**config.mk**
```make
export PLATFORM = sky130hd
export DESIGN_NAME = pdtac_top
export DESIGN_NICKNAME = d
export VERILOG_FILES = /design/src/shared/pdtac_pkg.sv /design/src/pdtac_top.sv
export VERILOG_INCLUDE_DIRS = /design/src /design/src/shared
export SDC_FILE = /design/constraint.sdc
export NUM_CORES = 1
export LEC_CHECK = 0
export BUFFER_PORTS_ARGS = -buffer_cell sky130_fd_sc_hd__buf_2
export CAP_MARGIN = 15
export CORE_AREA = 2 2 261 263
export DETAILED_ROUTE_END_ITERATION = 7
export DIE_AREA = 0 0 263 265
export PLACE_DENSITY = 0.61
export SETUP_SLACK_MARGIN = 0.5
export SLEW_MARGIN = 20
export SYNTH_ARGS = -nofsm -noshare
export SYNTH_HDL_FRONTEND = slang
export SYNTH_SLANG_ARGS = --single-unit
```
**constraint.sdc**
```tcl
create_clock -name CLK_I -period 5.7 [get_ports CLK_I]
set_input_delay 1.14 -clock CLK_I [delete_from_list [all_inputs] [get_ports CLK_I]]
set_output_delay 1.14 -clock CLK_I [all_outputs]
set_load 0.1 [all_outputs]
```
**src/shared/pdtac_cfg.svh**
```systemverilog
// What this block does
// - with no busy option set, a busy line abandons the packet and its retries
// - retry bit makes a busy line re-attempt up to the limit, then report failure
// - hard reset, or enabled cable reset on a cable packet, still aborts
// - good new non-Ping non-GoodCRC receive of matching type aborts the packet
// - software abort bit cancels a pending packet whatever the busy options
// - received primary packet aborts a pending non-primary one unless kept
// - busy line never drops the Soft Reset acknowledge unless special case disabled
// - with special case disabled, hold-until-quiet also governs that acknowledge
// - hold bit waits for a quiet line, and wins over the retry bit
// - auto-response bit enables hardware GoodCRC and BIST answers
// - auto-response off means no hardware retries, limit ignored
// - queue-mode bit picks buffer addressing or FIFO pushes for queue writes
// - raw bit picks raw data path, automatic path by default
// - control register is 8 bits at its offset, bit 7 reads zero, resets zero
// - retry limit sits in bits 6:4, zero disables hardware retry
// - automatic path uses queued length to place the CRC
`ifndef PDTAC_CFG_SVH
`define PDTAC_CFG_SVH
// register offsets
`define PDTAC_A_CTL 16'h1a00
`define PDTAC_A_STAT 16'h1a01
`define PDTAC_A_PARC 16'h1a02
`define PDTAC_A_LEN 16'h1a03
`define PDTAC_A_CTLB 16'h1a04
`define PDTAC_A_QUEUE 16'h1b00
`define PDTAC_Q_MASK 16'hffe0
`define PDTAC_Q_IDX 4:0
// write masks and reset value
`define PDTAC_CTL_MASK 8'h7f
`define PDTAC_PARC_MASK 8'hfc
`define PDTAC_LEN_MASK 8'h3f
`define PDTAC_REG_RST 8'h00
// control bit positions
`define PDTAC_B_RETRY 6
`define PDTAC_B_KEEP 5
`define PDTAC_B_NOSR 4
`define PDTAC_B_HOLD 3
`define PDTAC_B_AUTO 2
`define PDTAC_B_FMQ 1
`define PDTAC_B_RAW 0
`define PDTAC_B_GO 0
`define PDTAC_B_ABORT 1
// fields
`define PDTAC_F_RCNT 6:4
`define PDTAC_F_LEN 5:0
// start-of-packet type codes
`define PDTAC_SOP 3'h0
`define PDTAC_SOPP 3'h1
`define PDTAC_SOPPP 3'h2
`define PDTAC_SOPP_DBG 3'h3
`define PDTAC_SOPPP_DBG 3'h4
// queue geometry
`define PDTAC_DW 8
`define PDTAC_DEPTH 32
`endif

```
**src/shared/pdtac_pkg.sv**
```systemverilog
`include "pdtac_cfg.svh"
package pdtac_pkg;
    typedef enum logic [1:0] {S_IDLE, S_TRY, S_SEND, S_WACK} pdtac_st_e;
    typedef struct packed {
        pdtac_st_e st;
        logic [7:0] ctl;
        logic [7:0] parc;
        logic [7:0] len;
        logic [7:0] rdata;
        logic abort_req;
        logic [2:0] tries;
        logic [2:0] lim;
        logic [2:0] tx_sop;
        logic [4:0] wptr;
        logic [5:0] ld;
        logic [5:0] ocnt;
        logic ovalid;
        logic [7:0] odata;
        logic olast;
        logic ocrc;
        logic active;
        logic done;
        logic aborted;
        logic failed;
        logic ack_pend;
        logic ack_sr;
        logic ack_bist;
        logic resp_send;
        logic resp_bist;
        logic resp_drop;
        logic [`PDTAC_DEPTH-1:0][`PDTAC_DW-1:0] buffer;
    } pdtac_s;
endpackage : pdtac_pkg

```
**src/pdtac_top.sv**
```systemverilog
`timescale 1ns/1ns
`include "pdtac_cfg.svh"

// ----------------------------------------------------------------
// transmit byte queue
// ----------------------------------------------------------------
module pdtac_fifo #(
    parameter int W = `PDTAC_DW,
    parameter int D = `PDTAC_DEPTH
) (
    // clock and reset
    input wire logic clk_i,
    input wire logic rst_i,
    input wire logic flush_i,
    // fill side
    input wire logic in_valid_i,
    output logic in_ready_o,
    input wire logic [W-1:0] in_data_i,
    // drain side
    output logic out_valid_o,
    input wire logic out_ready_i,
    output logic [W-1:0] out_data_o
);
    localparam int AW = $clog2(D);
    typedef struct packed {
        logic [D-1:0][W-1:0] mem;
        logic [AW-1:0] wp;
        logic [AW-1:0] rp;
        logic [AW:0] cnt;
    } pdtac_fifo_s;
    pdtac_fifo_s f;
    pdtac_fifo_s next_f;
    logic push;
    logic pop;

    // flags come from the held count, so full and empty are exact
    assign in_ready_o = f.cnt != (AW+1)'(D);
    assign out_valid_o = f.cnt != '0;
    assign out_data_o = f.mem[f.rp];
    assign push = in_valid_i && in_ready_o;
    assign pop = out_valid_o && out_ready_i;

    // pointer and count update, flush wins over traffic
    always_comb begin
        next_f = f;
        if (push) begin
            next_f.mem[f.wp] = in_data_i;
            next_f.wp = f.wp + 1'b1;
        end
        if (pop) begin
            next_f.rp = f.rp + 1'b1;
        end
        next_f.cnt = f.cnt + (AW+1)'(push) - (AW+1)'(pop);
        if (flush_i) begin
            next_f.wp = '0;
            next_f.rp = '0;
            next_f.cnt = '0;
        end
    end

    // state register
    always_ff @(posedge clk_i) begin
        if (rst_i) begin
            f <= '0;
        end else begin
            f <= next_f;
        end
    end
endmodule : pdtac_fifo

// ----------------------------------------------------------------
// transmit abort and retry control
// ----------------------------------------------------------------
module pdtac_top (
    // clock and reset
    input wire logic CLK_I,
    input wire logic RST_I,
    // register port
    input wire logic [15:0] REG_ADDR_I,
    input wire logic [7:0] REG_WDATA_I,
    input wire logic REG_WR_I,
    output logic [7:0] REG_RDATA_O,
    // line state and receive events
    input wire logic LINE_BUSY_I,
    input wire logic RX_GOOD_I,
    input wire logic [2:0] RX_SOP_I,
    input wire logic RX_DUP_I,
    input wire logic RX_PING_I,
    input wire logic RX_GCRC_I,
    input wire logic RX_HARDRST_I,
    input wire logic RX_CABLERST_I,
    input wire logic CABLE_RST_EN_I,
    // packet type for the next start
    input wire logic [2:0] TX_SOP_I,
    // auto-response requests
    input wire logic GCRC_REQ_I,
    input wire logic GCRC_SR_I,
    input wire logic BIST_REQ_I,
    // partner acknowledge
    input wire logic ACK_OK_I,
    input wire logic ACK_TIMEOUT_I,
    // byte stream to the encoder
    output logic PHY_VALID_O,
    output logic [7:0] PHY_DATA_O,
    output logic PHY_LAST_O,
    output logic PHY_CRC_O,
    input wire logic PHY_READY_I,
    // auto-response outcome
    output logic RESP_SEND_O,
    output logic RESP_BIST_O,
    output logic RESP_DROP_O,
    // transmit outcome
    output logic TX_ACTIVE_O,
    output logic TX_DONE_O,
    output logic TX_ABORTED_O,
    output logic TRANSMIT_FAILED_FLAG_O
);
    pdtac_pkg::pdtac_s s;
    pdtac_pkg::pdtac_s next_s;
    logic pending;
    logic busy_kill;
    logic cable_kill;
    logic rx_kill;
    logic kill;
    logic go;
    logic sw_abort;
    logic qwr;
    logic special;
    logic f_in_valid;
    logic f_in_ready;
    logic f_out_valid;
    logic f_pop;
    logic [7:0] f_out_data;

    // ----------------------------------------------------------------
    // abort causes
    // ----------------------------------------------------------------
    assign pending = s.st != pdtac_pkg::S_IDLE;
    assign cable_kill = RX_CABLERST_I && CABLE_RST_EN_I && (s.tx_sop inside
        {`PDTAC_SOPP, `PDTAC_SOPPP, `PDTAC_SOPP_DBG, `PDTAC_SOPPP_DBG});
    // matching type, or primary receive over a non-primary packet
    assign rx_kill = RX_GOOD_I && !RX_DUP_I && !RX_PING_I && !RX_GCRC_I
        && ((RX_SOP_I == s.tx_sop)
        || (RX_SOP_I == `PDTAC_SOP && s.tx_sop != `PDTAC_SOP
        && !s.ctl[`PDTAC_B_KEEP]));
    assign busy_kill = s.abort_req || RX_HARDRST_I || cable_kill || rx_kill;
    assign kill = pending && busy_kill;

    // register strobes decoded straight from the port
    assign go = REG_WR_I && REG_ADDR_I == `PDTAC_A_CTLB && REG_WDATA_I[`PDTAC_B_GO];
    assign sw_abort = REG_WR_I && REG_ADDR_I == `PDTAC_A_CTLB
        && REG_WDATA_I[`PDTAC_B_ABORT];
    assign qwr = REG_WR_I && (REG_ADDR_I & `PDTAC_Q_MASK) == `PDTAC_A_QUEUE;
    assign special = s.ack_sr && !s.ctl[`PDTAC_B_NOSR];

    // loader feeds the queue, output stage drains it
    assign f_in_valid = s.st == pdtac_pkg::S_SEND && s.ld != s.len[`PDTAC_F_LEN];
    assign f_pop = f_out_valid && (!s.ovalid || PHY_READY_I);

    pdtac_fifo #(
        .W(`PDTAC_DW),
        .D(`PDTAC_DEPTH)
    ) u_fifo (
        .clk_i(CLK_I),
        .rst_i(RST_I),
        .flush_i(kill),
        .in_valid_i(f_in_valid),
        .in_ready_o(f_in_ready),
        .in_data_i(s.buffer[s.ld[`PDTAC_Q_IDX]]),
        .out_valid_o(f_out_valid),
        .out_ready_i(f_pop),
        .out_data_o(f_out_data)
    );

    // ----------------------------------------------------------------
    // next state
    // ----------------------------------------------------------------
    always_comb begin
        next_s = s;
        next_s.done = 1'b0;
        next_s.aborted = 1'b0;
        next_s.failed = 1'b0;
        next_s.resp_send = 1'b0;
        next_s.resp_bist = 1'b0;
        next_s.resp_drop = 1'b0;
        // control writes, bit 7 kept zero
        if (REG_WR_I && REG_ADDR_I == `PDTAC_A_CTL) begin
            next_s.ctl = REG_WDATA_I & `PDTAC_CTL_MASK;
        end
        if (REG_WR_I && REG_ADDR_I == `PDTAC_A_PARC) begin
            next_s.parc = REG_WDATA_I & `PDTAC_PARC_MASK;
        end
        if (REG_WR_I && REG_ADDR_I == `PDTAC_A_LEN) begin
            next_s.len = REG_WDATA_I & `PDTAC_LEN_MASK;
        end
        // queue writes: fifo mode appends, buffer mode addresses by offset
        if (qwr) begin
            if (s.ctl[`PDTAC_B_FMQ]) begin
                next_s.buffer[s.wptr] = REG_WDATA_I;
                next_s.wptr = s.wptr + 5'h1;
            end else begin
                next_s.buffer[REG_ADDR_I[`PDTAC_Q_IDX]] = REG_WDATA_I;
            end
        end
        // read data is registered, unmapped offsets read zero
        unique case (REG_ADDR_I)
            `PDTAC_A_CTL: next_s.rdata = s.ctl;
            `PDTAC_A_STAT: next_s.rdata = {1'b0, s.tries, 3'h0, s.active};
            `PDTAC_A_PARC: next_s.rdata = s.parc;
            `PDTAC_A_LEN: next_s.rdata = s.len;
            default: next_s.rdata = `PDTAC_REG_RST;
        endcase
        // transmit sequence
        unique case (s.st)
            pdtac_pkg::S_IDLE: begin
                if (go) begin
                    next_s.tries = 3'h0;
                    // limit frozen at start so one packet sees one policy
                    next_s.lim = s.ctl[`PDTAC_B_AUTO] ? s.parc[`PDTAC_F_RCNT] : 3'h0;
                    next_s.tx_sop = TX_SOP_I;
                    next_s.wptr = 5'h0;
                    next_s.st = pdtac_pkg::S_TRY;
                end
            end
            pdtac_pkg::S_TRY: begin
                if (!LINE_BUSY_I) begin
                    // a pending acknowledge takes the quiet line first
                    if (!s.ack_pend) begin
                        next_s.ld = 6'h0;
                        next_s.ocnt = 6'h0;
                        next_s.st = pdtac_pkg::S_SEND;
                    end
                end else if (s.ctl[`PDTAC_B_HOLD]) begin
                    next_s.st = pdtac_pkg::S_TRY;
                end else if (s.ctl[`PDTAC_B_RETRY] && s.tries < s.lim) begin
                    next_s.tries = s.tries + 3'h1;
                end else if (s.ctl[`PDTAC_B_RETRY]) begin
                    next_s.failed = 1'b1;
                    next_s.st = pdtac_pkg::S_IDLE;
                end else begin
                    next_s.aborted = 1'b1;
                    next_s.st = pdtac_pkg::S_IDLE;
                end
            end
            pdtac_pkg::S_SEND: begin
                if (f_in_valid && f_in_ready) begin
                    next_s.ld = s.ld + 6'h1;
                end
                if (!f_in_valid && !f_out_valid && !s.ovalid) begin
                    if (s.ctl[`PDTAC_B_AUTO]) begin
                        next_s.st = pdtac_pkg::S_WACK;
                    end else begin
                        next_s.done = 1'b1;
                        next_s.st = pdtac_pkg::S_IDLE;
                    end
                end
            end
            pdtac_pkg::S_WACK: begin
                if (ACK_OK_I) begin
                    next_s.done = 1'b1;
                    next_s.st = pdtac_pkg::S_IDLE;
                end else if (ACK_TIMEOUT_I && s.tries < s.lim) begin
                    next_s.tries = s.tries + 3'h1;
                    next_s.st = pdtac_pkg::S_TRY;
                end else if (ACK_TIMEOUT_I) begin
                    next_s.failed = 1'b1;
                    next_s.st = pdtac_pkg::S_IDLE;
                end
            end
        endcase
        // output stage; crc mark only on the automatic path
        if (f_pop) begin
            next_s.ovalid = 1'b1;
            next_s.odata = f_out_data;
            next_s.ocnt = s.ocnt + 6'h1;
            next_s.olast = (s.ocnt + 6'h1) == s.len[`PDTAC_F_LEN];
            next_s.ocrc = next_s.olast && !s.ctl[`PDTAC_B_RAW];
        end else if (PHY_READY_I) begin
            next_s.ovalid = 1'b0;
            next_s.olast = 1'b0;
            next_s.ocrc = 1'b0;
        end
        // abort causes override every busy option
        if (kill) begin
            next_s.st = pdtac_pkg::S_IDLE;
            next_s.aborted = 1'b1;
            next_s.done = 1'b0;
            next_s.failed = 1'b0;
            next_s.ovalid = 1'b0;
            next_s.olast = 1'b0;
            next_s.ocrc = 1'b0;
        end
        // abort request: clear when consumed, a fresh write wins
        if (kill || !pending) begin
            next_s.abort_req = 1'b0;
        end
        if (sw_abort && pending) begin
            next_s.abort_req = 1'b1;
        end
        // acknowledge service, never while a packet is on the line
        if (s.ack_pend && s.st != pdtac_pkg::S_SEND) begin
            if (!LINE_BUSY_I) begin
                next_s.resp_send = 1'b1;
                next_s.resp_bist = s.ack_bist;
                next_s.ack_pend = 1'b0;
            end else if (!special && !s.ctl[`PDTAC_B_HOLD]) begin
                next_s.resp_drop = 1'b1;
                next_s.ack_pend = 1'b0;
            end
        end
        // new requests only with auto-response, set wins over service
        if (s.ctl[`PDTAC_B_AUTO] && (GCRC_REQ_I || BIST_REQ_I)) begin
            next_s.ack_pend = 1'b1;
            next_s.ack_sr = GCRC_REQ_I && GCRC_SR_I;
            next_s.ack_bist = BIST_REQ_I;
        end
        next_s.active = next_s.st != pdtac_pkg::S_IDLE;
    end

    // state register, everything resets to zero
    always_ff @(posedge CLK_I) begin
        if (RST_I) begin
            s <= '0;
        end else begin
            s <= next_s;
        end
    end

    // outputs straight from the state register
    assign REG_RDATA_O = s.rdata;
    assign PHY_VALID_O = s.ovalid;
    assign PHY_DATA_O = s.odata;
    assign PHY_LAST_O = s.olast;
    assign PHY_CRC_O = s.ocrc;
    assign RESP_SEND_O = s.resp_send;
    assign RESP_BIST_O = s.resp_bist;
    assign RESP_DROP_O = s.resp_drop;
    assign TX_ACTIVE_O = s.active;
    assign TX_DONE_O = s.done;
    assign TX_ABORTED_O = s.aborted;
    assign TRANSMIT_FAILED_FLAG_O = s.failed;
endmodule : pdtac_top

```
Word-level counts from Yosys, hierarchy flattened. Cells that the tools add are included. Widths: inputs -> output; s select.

Add/subtract/negate cells: 8. Equal/unequal tests: 30. Mux-type cells: 71. Reductions and logical operators: 75. $lt $le $gt $ge: 9. Bitwise logic cells: 2.

Operator list (number): $bwmux 256 (3); $mux 256 (1); $demux 8 s5 (3); $bmux 8 s5 (2); $eq 16x13->1 const B (5); $mux 8 (5); $mux 2 (18); $logic_and 1x1->1 (34); $pmux 8 s4 (1); $lt 5x6->1 const B (5); $mux 12 (2); $mux 3 (7); $mux 6 (3); $ne 2x2->1 const B (9); $mux 1 (17); $add 5x1->5 const B (3); $ge 5x1->1 const B (3); $mux 5 (3); $mux 14 (1); $reduce_bool 2->1 (7); $add 6x1->6 const B (2); $logic_not 1->1 (12); $pmux 6 s2 (1); $eq 11x8->1 const B (1); 31 further kinds (47).

Logic and storage cells: 288. Bits of input ports: 47. Register bits after elaboration: 605. Output and inout port bits: 26.

Logic depth before layout (Yosys ltp). Gate-level depths: netlist (run 1).

Word-level depth: 10. Mapped depth: 17. Mapped depth without buffers: 16.

Modules after synthesis. Synthesis (run 1) repeated with hierarchy kept, for this count alone.

Cell total of the unflattened synthesis: 2693. Area total of the unflattened synthesis: 27943.0 µm².

Modules (own cells, without submodules): pdtac_top (times used 1, cells each 1540, area an instance 15512.4 µm², sequential area each 6666.4 µm²); pdtac_fifo (times used 1, cells each 1153, area an instance 12430.7 µm², sequential area each 5445.2 µm²).

Worst setup path after synthesis (run 1). OpenSTA, ideal clock, no wires.

Path kind: input -> register. Start: input port PHY_READY_I. End: register u_fifo.f[4] (netlist name). Path buffers: 1. Stages: 15. Data required time: 5.572 ns. Slack: 2.503 ns. Library setup time: 0.128 ns. Arrival time: 3.069 ns. Cell sequence: nand2b_1 > nand2_1 > inv_1 > clkbuf_1 > ha_1 > inv_1 > ha_1 > inv_1 > fa_1 > inv_1 > a21oi_1 > nor2_1 > nor2_1 > xor2_1 > nor2_1.

Word-level cells in the longest chain between the ends: 4.

Ends and longest elaborated chain: start: declaration (RTL line pdtac_top.sv:107) `input wire logic PHY_READY_I,`; $logic_or 1x1->1 (RTL line pdtac_top.sv:158) `assign f_pop = f_out_valid && (!s.ovalid || PHY_READY_I);`; $logic_and 1x1->1 (RTL line pdtac_top.sv:158); named net f_pop (RTL line pdtac_top.sv:132) `logic f_pop;`; $logic_and 1x1->1 (RTL line pdtac_top.sv:41) `assign pop = out_valid_o && out_ready_i;`; $sub 6x1->6 (RTL line pdtac_top.sv:53) `next_f.cnt = f.cnt + (AW+1)'(push) - (AW+1)'(pop);`; end signal: assignment (RTL line pdtac_top.sv:66) `f <= next_f;`; end: declaration (RTL line pdtac_top.sv:31) `pdtac_fifo_s f;`.

The timed path passes the listed nets, and every way through them passes these cells. A chain may end at the register's enable or synchronous reset.

Worst setup path in the final report (run 1).
Start: register s[283] (netlist name). End: register u_fifo.f[164] (netlist name).

Word-level cells in the longest chain between the ends: 3. Elaborated cells between the ends (all ways): 6. Classes of those cells: 1 x eq/ne; 3 x mux; 2 x reduce/logical.

Ends and longest elaborated chain: start: declaration (RTL line pdtac_top.sv:118) `pdtac_pkg::pdtac_s s;`; start signal: assignment (RTL line pdtac_top.sv:325) `s <= next_s;`; $bmux 8 s5 or $ne 6x6->1 (tied branches) (RTL line pdtac_top.sv:169, pdtac_top.sv:157); $mux 8 or $logic_and 1x1->1 (tied branches) (RTL line pdtac_top.sv:169, pdtac_top.sv:157); $bwmux 256 or $logic_and 1x1->1 (tied branches) (RTL line pdtac_top.sv:47, pdtac_top.sv:40).

Parallel ways exist; a longest one is shown, timed or not. The select of a mux whose other input is x is not followed.

==> reports/summary.md, run 1 <==
The flow ran to the end, and the final reports show no timing, DRC or antenna violations. The sum of internal, switching and leakage power was 9740 uW; the proportion of synthesized chip area in sequential cells was 45.7%. The critical path in this run is classified as reg -> reg.

Each instance of the synthesized netlist takes up on average 9.93 sq um. The area share of the leading cell type in the synthesized netlist works out to 45.7%. For this configuration, the core starts out at a cell density of 39.7%. Number of synthesized flops with an enable pin: 0. The dominant register cell in the synthesized netlist was sky130_fd_sc_hd__dfxtp_1. Summed over all cells, the static leakage comes to 0.0121 uW.

Measured against its own limit, the worst slew margin works out to 23.0%. Buffer cell driving the clock tree root: sky130_fd_sc_hd__clkbuf_16. After detailed routing, the number of remaining DRC violations is 0.

Power spread over the standard cell area amounts to 330 nW/um^2. TritonCTS built the clock tree. Synthesis produced 2668 cells. After detailed routing, the average wire length per cell comes to 21.2 um.

The run gives 3539 as the number of cells in the finished layout apart from fillers. The count of input and output buffers is 72. The net count after synthesis is 2739.

Between clock sinks in the finished design, the worst skew comes to 0.0306 ns. Gates resized during post-CTS repair numbered 0. For the pin with the worst max-slew slack, the measured transition is 1.15 ns. The clock passes through at most 3 buffers. In this run the register-to-register setup slack is 2.20 ns.

The number of ports placed on the die boundary is 73, and the number of cells on the worst hold path is 2. The tools report the pin count of the biggest net entering global routing as 144. The run gives 0 as the total count of hold-check failures in the final report.

Along the worst path, the maximum fanout reaches 45. The first detailed-routing pass ran for 6 iterations. Buffers added to address setup during post-CTS repair amount to 0. The placement row count was 95. The data arrival time at the worst-slack endpoint was 3.95 ns. Before CTS, the worst setup slack after placement is 2.01 ns. The number of antenna violations at the first check in global routing was 0.

In the final layout, the share of cells above drive strength 1 is 13.2%. The tools report the via count of the first global-routing pass as 20000. The run gives 2.20 ns as the post-route worst setup slack. The floorplan step set the die height to 265 um. Number of buffers inserted by hold repair at cts: 0. Setup repair after global routing left no endpoint under its margin. Share of flip-flops with an asynchronous set or reset: 0%.

STA puts the critical path data required time at 6.15 ns. Area of all sequential standard cells: 12100 sq um. After layout, the minimum clock period comes to 3.50 ns. STA classifies the critical path startpoint as a flip-flop. STA classifies the critical path endpoint as a flip-flop.

In the final design database the tool counted 2685 nets. The HPWL after detailed placement is 48.7 mm. The die is 263 um wide. The overall routed net length is 74.9 mm, and the number of synthesized register bits is 605. Clock tree synthesis inserted a total of 67 buffers. Once layout is done, the placed cells without fillers occupy 29500 sq um.

The synthesized netlist contains 74 unique library cells. 0 antenna diodes ended up in the layout. Count of warnings emitted by yosys: 0. The core region is 66800 sq um. Summing all placed instances gives a cell area of 27300 sq um. For the wire length of the first global-routing pass, the log shows 118 mm. The final antenna-violating net count is 0. The tool flagged a number of max-cap violations equal to 0. The tools report the total number of H-tree levels as 3. The worst path uses 61.4% of the clock period. The global-route usage over all layers was 21.2%; the number of pins with negative max-slew slack in the final report was 0.

Setup total negative slack on the finished layout was measured at 0 ns. The tree built by TritonCTS fans out to 605 sinks. The final route contains 20400 vias. Summing every instance area after synthesis gives 26500 sq um.

After global routing the overflow that remains totals 0. IR analysis of the VDD net gives a maximum drop of 0.000188 V. Setup violations remaining at the end of the flow were counted as 0.

The via count normalized by instance count came out at 5.77. The later pin in the worst-skew pair is clocked with a latency of 0.62 ns. The filler cells instantiated in the layout total 6291. The worst hold path belongs to the class reg -> reg.

The synthesized design spends more area on one cell type than any other, namely sky130_fd_sc_hd__dfxtp_1. The clock slew at the register clock pins of the worst setup and hold paths is 0.06 ns. The die area came out at 69700 sq um. Including well taps, the total number of placed cells is 3418. By area the synthesized netlist is led by sky130_fd_sc_hd__dfxtp_1, sky130_fd_sc_hd__mux2i_1, sky130_fd_sc_hd__mux4_2, sky130_fd_sc_hd__nor2_1, sky130_fd_sc_hd__nand2_1. The multi-input combinational cells in the finished layout cover a total of 13400 sq um. From synthesis to final layout, the design area changed by 11.5%. Static timing analysis puts the maximum clock frequency at 286 MHz. The length in cells of the worst reg-to-reg path was 5. Routability-driven placement finished with a final weighted congestion of 0.854.

The detailed router finished its first iteration with 1747 violations.
[worst max-delay path, stage by stage (launching register included)]
cell and delay [ns]:
sky130_fd_sc_hd__dfxtp_4 0.95, sky130_fd_sc_hd__buf_4 0.46, sky130_fd_sc_hd__mux4_2 0.54, sky130_fd_sc_hd__and2_1 0.21, sky130_fd_sc_hd__o41ai_2 0.89, sky130_fd_sc_hd__o21ai_0 0.25
[registers in the layout, indices dropped and copies added, names as in the netlist]
name                    cells
s                         307
u_fifo.f                  272
PHY_DATA_O                  8
REG_RDATA_O                 8
PHY_CRC_O                   1
PHY_LAST_O                  1
PHY_VALID_O                 1
RESP_BIST_O                 1
RESP_DROP_O                 1
RESP_SEND_O                 1
TRANSMIT_FAILED_FLAG_O      1
TX_ABORTED_O                1
TX_ACTIVE_O                 1
TX_DONE_O                   1
[final timing paths]
| check | startpoint | to |
|---|---|---|
| max reg2reg | s[283] | u_fifo.f[164] |
| max | s[283] | u_fifo.f[164] |
| min | u_fifo.f[160] | u_fifo.f[160] |
| min reg2reg | u_fifo.f[160] | u_fifo.f[160] |
[synth_stat cells, types with 8 or more instances]
master and number:
sky130_fd_sc_hd__dfxtp_1 605, sky130_fd_sc_hd__buf_4 20, sky130_fd_sc_hd__or2_2 8, sky130_fd_sc_hd__ha_1 23, sky130_fd_sc_hd__and2_1 22, sky130_fd_sc_hd__a31oi_1 31, sky130_fd_sc_hd__nand3_1 41, sky130_fd_sc_hd__o221ai_1 22
sky130_fd_sc_hd__or3_1 8, sky130_fd_sc_hd__nand2b_1 9, sky130_fd_sc_hd__a22o_1 103, sky130_fd_sc_hd__xor2_1 23, sky130_fd_sc_hd__mux4_2 100, sky130_fd_sc_hd__nor2b_1 8, sky130_fd_sc_hd__nor3_1 15, sky130_fd_sc_hd__a21oi_1 120
sky130_fd_sc_hd__xnor2_1 12, sky130_fd_sc_hd__a22oi_1 13, sky130_fd_sc_hd__nand3b_1 16, sky130_fd_sc_hd__o22ai_1 38, sky130_fd_sc_hd__nor2_1 335, sky130_fd_sc_hd__mux2i_1 329, sky130_fd_sc_hd__nand2_1 299, sky130_fd_sc_hd__a32o_1 46
sky130_fd_sc_hd__o21ai_0 86, sky130_fd_sc_hd__clkbuf_1 132, sky130_fd_sc_hd__and3_1 12, sky130_fd_sc_hd__buf_1 29, sky130_fd_sc_hd__buf_2 36, sky130_fd_sc_hd__inv_1 27
[cell type report]
class / count / area share, %
Clock inverter: 20 / 0.822
Timing Repair Buffer: 101 / 1.99
Clock buffer: 101 / 6.89
Multi-Input combinational cell: 1811 / 45.2
Inverter: 28 / 0.356
Sequential cell: 605 / 41.0
Tap cell: 873 / 3.70
[logic make-up (layout without fill, tap and decap cells)]
kind of cell               Yosys count  after routing  synth area share, %
adders and majority gates           24             24                 1.16
and+or+nand+nor                    815            815                 13.5
AOI/OAI and AO/OA                  506            506                 13.3
buffers and inverters              252            250                 4.17
DFF                                605            605                 45.7
muxes                              431            431                 21.0
xor gates and xnor gates            35             35                 1.16
[cells in the final DEF (no fill, tap or decap), types with 13 or more instances in the layout]
cell and count:
sky130_fd_sc_hd__inv_1 27, sky130_fd_sc_hd__a32o_1 46, sky130_fd_sc_hd__o21ai_0 86, sky130_fd_sc_hd__a31oi_1 30, sky130_fd_sc_hd__dfxtp_1 600, sky130_fd_sc_hd__nand2_1 299, sky130_fd_sc_hd__clkbuf_8 21, sky130_fd_sc_hd__nand3_1 41
sky130_fd_sc_hd__nor2_1 334, sky130_fd_sc_hd__ha_1 23, sky130_fd_sc_hd__nand3b_1 16, sky130_fd_sc_hd__mux4_2 100, sky130_fd_sc_hd__and2_1 22, sky130_fd_sc_hd__o221ai_1 22, sky130_fd_sc_hd__xor2_1 23, sky130_fd_sc_hd__nor3_1 15
sky130_fd_sc_hd__buf_2 71, sky130_fd_sc_hd__buf_4 29, sky130_fd_sc_hd__a22o_1 103, sky130_fd_sc_hd__a22oi_1 13, sky130_fd_sc_hd__clkbuf_16 68, sky130_fd_sc_hd__a21oi_1 120, sky130_fd_sc_hd__o22ai_1 38, sky130_fd_sc_hd__mux2i_1 329
[per-stage QoR]
step,hold WS (ns),util (%)
after global routing,0.468,44.2
final,0.446,44.2
after detailed placement,0.435,40.8
after floorplan,0.415,-
after CTS,0.446,44.2
after global placement,0.429,40.8
[power breakdown]
part / leakage [uW] / internal [uW] / switching, uW / total [uW]
logic: 0.00614 / 355 / 556 / 911
registers: 0.00488 / 4270 / 123 / 4400
clock network: 0.00113 / 2660 / 1770 / 4430
[per-layer routing]
layer / vias up / part of all wire, % / global-route usage, %
met5: - / 0 / 0
met4: 0 / 3.0 / 7.69
met3: 142 / 5.2 / 2.92
met2: 602 / 48 / 35.8
met1: 10200 / 44 / 27.9
li1: 9495 / - / -
No activity file was read; power rests on OpenSTA's default activity.
==> inputs of run 2 (changes only) <==
clock period = 3.65 ns   (was 5.7 ns; I/O delays follow)
==> run 2 against run 1 <==
  * Clock skew rose by 0.0017 ns
  * Cell count rose by 0.79%
  * Maximum frequency up 16%
  * First-iteration DRC count up 4.0%
  * Count of clock-buffer cells in the layout shrank 7
  * Sequential share of layout area fell by 0.51 points
  * Critical path type unchanged
==> reports/summary.md, run 2 (same netlist as run 1, synthesis figures left out) <==
Top fanout value on the critical path: 52. Beginning of the critical path: s[283]. The total count of hold-check failures in the final report came out at 0.

In this run the critical register-to-register path is launched from s[283]. The number of antenna violations at the first check in global routing came out at 0. For this design the ratio of total power to cell area is 509 nW/um^2. The die covers 69700 sq um.

Entering global routing, the biggest net connects 245 pins. The first routing iteration left 1817 violations. The flow ran to the end, and the final reports show no timing, DRC or antenna violations. The H-tree was split into 3 levels. The total of max-cap violations came out at 0.

Dividing the detail-routed via count by the number of cells gives 5.81. The run gives 0.000294 V as the worst voltage drop across the vdd grid. The tree is rooted in a sky130_fd_sc_hd__clkbuf_16.

The tools report the kind of start point of the critical path as a flip-flop. Port buffering added 72 buffers. Worst setup path endpoint: u_fifo.f[55]. The TritonCTS sink count was 605.

For the cell area after layout, the log shows 29900 sq um. In the layout the commonest cells are sky130_fd_sc_hd__dfxtp_1, sky130_fd_sc_hd__nor2_1, sky130_fd_sc_hd__mux2i_1. The tools report the end of the worst register-to-register path as u_fifo.f[55]. Once placement finished, the instance area stood at 27700 sq um. Length in cells of the worst reg-to-reg path: 8. For the total setup buffers inserted after CTS, the log shows 0. The average routed wire per standard cell was 21.3 um; the clock latency at the later pin of the worst-skew pair was 0.60 ns. In the finished design, the share of the clock period the worst path needs comes to 82.8%. The largest registers in the layout are s (307), u_fifo.f (272). After detailed routing, the number of remaining DRC violations is 0.

For this block, the via count after detailed routing is 20700. TritonCTS built the clock tree. The number of ports placed on the die boundary was 73. The wire length of the first global-routing pass is 119 mm, and the leakage power figure is 0.0123 uW. The fill cell instance count of the final layout was 6279.

Number of optimization iterations in the first detailed-route pass: 6. After clock tree synthesis, the clock-pin slew on the worst setup and hold paths is 0.06 ns. The core region is 66800 sq um. Headroom to the max-slew limit came out at 25.1%.

Total global routing overflow: 0. Setup violations remaining at the end of the flow were counted as 0. For this configuration, the core starts out at a cell density of 39.7%. Transition time at the pin with the least slew margin: 1.12 ns. The die is 263 um wide. The worst setup skew after layout was 0.0323 ns; the endpoint required time on the critical path was 4.17 ns. The register bank with the most flops was s. Via count of the first global-routing pass: 20500.

Counting the buffers created by CTS gives 66. After clock tree synthesis, the flow added hold-fix buffers numbering 0. Leaving out fill and tap cells, the most frequent cell in the layout is sky130_fd_sc_hd__dfxtp_1.

STA puts the critical path data arrival time at 3.54 ns. Path category of the worst min-delay check: in -> reg. Detailed placement finished with a half-perimeter wire length of 49.6 mm. The final antenna diode count came out at 0. The placement row count came out at 95. Based on the critical path, the design can be clocked at up to 331 MHz. The die is 265 um tall. Setup repair after global routing left no endpoint under its margin. Global routing consumed, over all layers together, 21.4% of the routing resources. The register-to-register path setup slack came out at 0.63 ns. The layout overhead on the synthesized area is 12.9%, and the final antenna-violating net count is 0.

The critical path in this run is classified as reg -> reg. The number of pins with negative max-slew slack in the final report came out at 0. Cells with a size suffix above 1 make up 14.1% of the layout. The congestion estimate from routability-driven global placement came to 0.865. The layout net count is 2721.

Minimum clock period: 3.02 ns. Summed over all layers, the routed wires come to 75.9 mm. The number of flip-flops in the largest register is 307. The maximum count of clock buffers along a single path came out at 3.

Summed over all failing endpoints, the final setup total negative slack is 0 ns. STA classifies the critical path endpoint as a flip-flop.
-- run 2: timing repair --
| item | CTS | global route |
|---|---|---|
| setup endpoints to repair | 0 | 24 |
| endpoints found under the hold margin | 0 | 0 |
| resized for setup | 0 | 4 |
-- run 2: area by class of cell --
type	count	area [sq um]	area share [%]
multi-input cells	1811	13400	44.8
clock buffers	94	1920	6.42
clock inverters	18	279	0.933
inverters	28	105	0.351
repair buffers	138	1000	3.35
well taps	873	1090	3.65
flip-flops and latches	605	12100	40.5
-- run 2: worst max-delay path: stages (launching register included) --
cell                       delay, ns
sky130_fd_sc_hd__dfxtp_4        0.51
sky130_fd_sc_hd__buf_12         0.27
sky130_fd_sc_hd__buf_12         0.24
sky130_fd_sc_hd__xor2_1         0.09
sky130_fd_sc_hd__nor2_1         0.36
sky130_fd_sc_hd__a21boi_4       0.13
sky130_fd_sc_hd__buf_12         0.22
sky130_fd_sc_hd__a31oi_1        0.79
sky130_fd_sc_hd__a22o_1         0.27
-- run 2: stage by stage --
stage / worst slack, ns / util [%] / hold WS, ns / cells / total power, uW
floorplan: 0.638 / - / 0.415 / 2668 / 8090
global placement: 0.549 / 41.4 / 0.428 / 3455 / 8480
detailed placement: 0.555 / 41.5 / 0.443 / 3455 / 8520
CTS: 0.583 / 44.7 / 0.338 / 3567 / 15300
global route: 0.503 / 44.8 / 0.368 / 3567 / 15700
finish: 0.629 / 44.8 / 0.358 / 3567 / 15200
-- run 2: where the power goes --
group,leakage (uW),internal (uW),total [uW],switching (uW)
Combinational,0.00636,613,1550,942
Sequential,0.00488,6670,6820,143
Clock,0.00108,4150,6850,2710
Total,0.0123,11400,15200,3790
-- run 2: routing by layer --
| layer | vias up | global-route usage (%) | wire length, um |
|---|---|---|---|
| met5 | - | 0 | 0 |
| met4 | 0 | 8.97 | 2840 |
| met3 | 175 | 3.03 | 4040 |
| met2 | 679 | 35.1 | 35300 |
| met1 | 10300 | 28.4 | 33800 |
| li1 | 9556 | - | - |
-- run 2: worst min path at each step --
stage / to / startpoint / cells past startpoint / slack (ns)
3_3_place_gp: u_fifo.f[154] / u_fifo.f[154] / 2 / 0.43
6_report: s[295] / TX_SOP_I[1] / 2 / 0.36
3_5_place_dp: u_fifo.f[224] / u_fifo.f[224] / 2 / 0.44
2_1_floorplan: REG_RDATA_O[7] / s[327] / 2 / 0.41
5_1_grt: s[295] / TX_SOP_I[1] / 2 / 0.37
4_1_cts: s[295] / TX_SOP_I[1] / 2 / 0.34
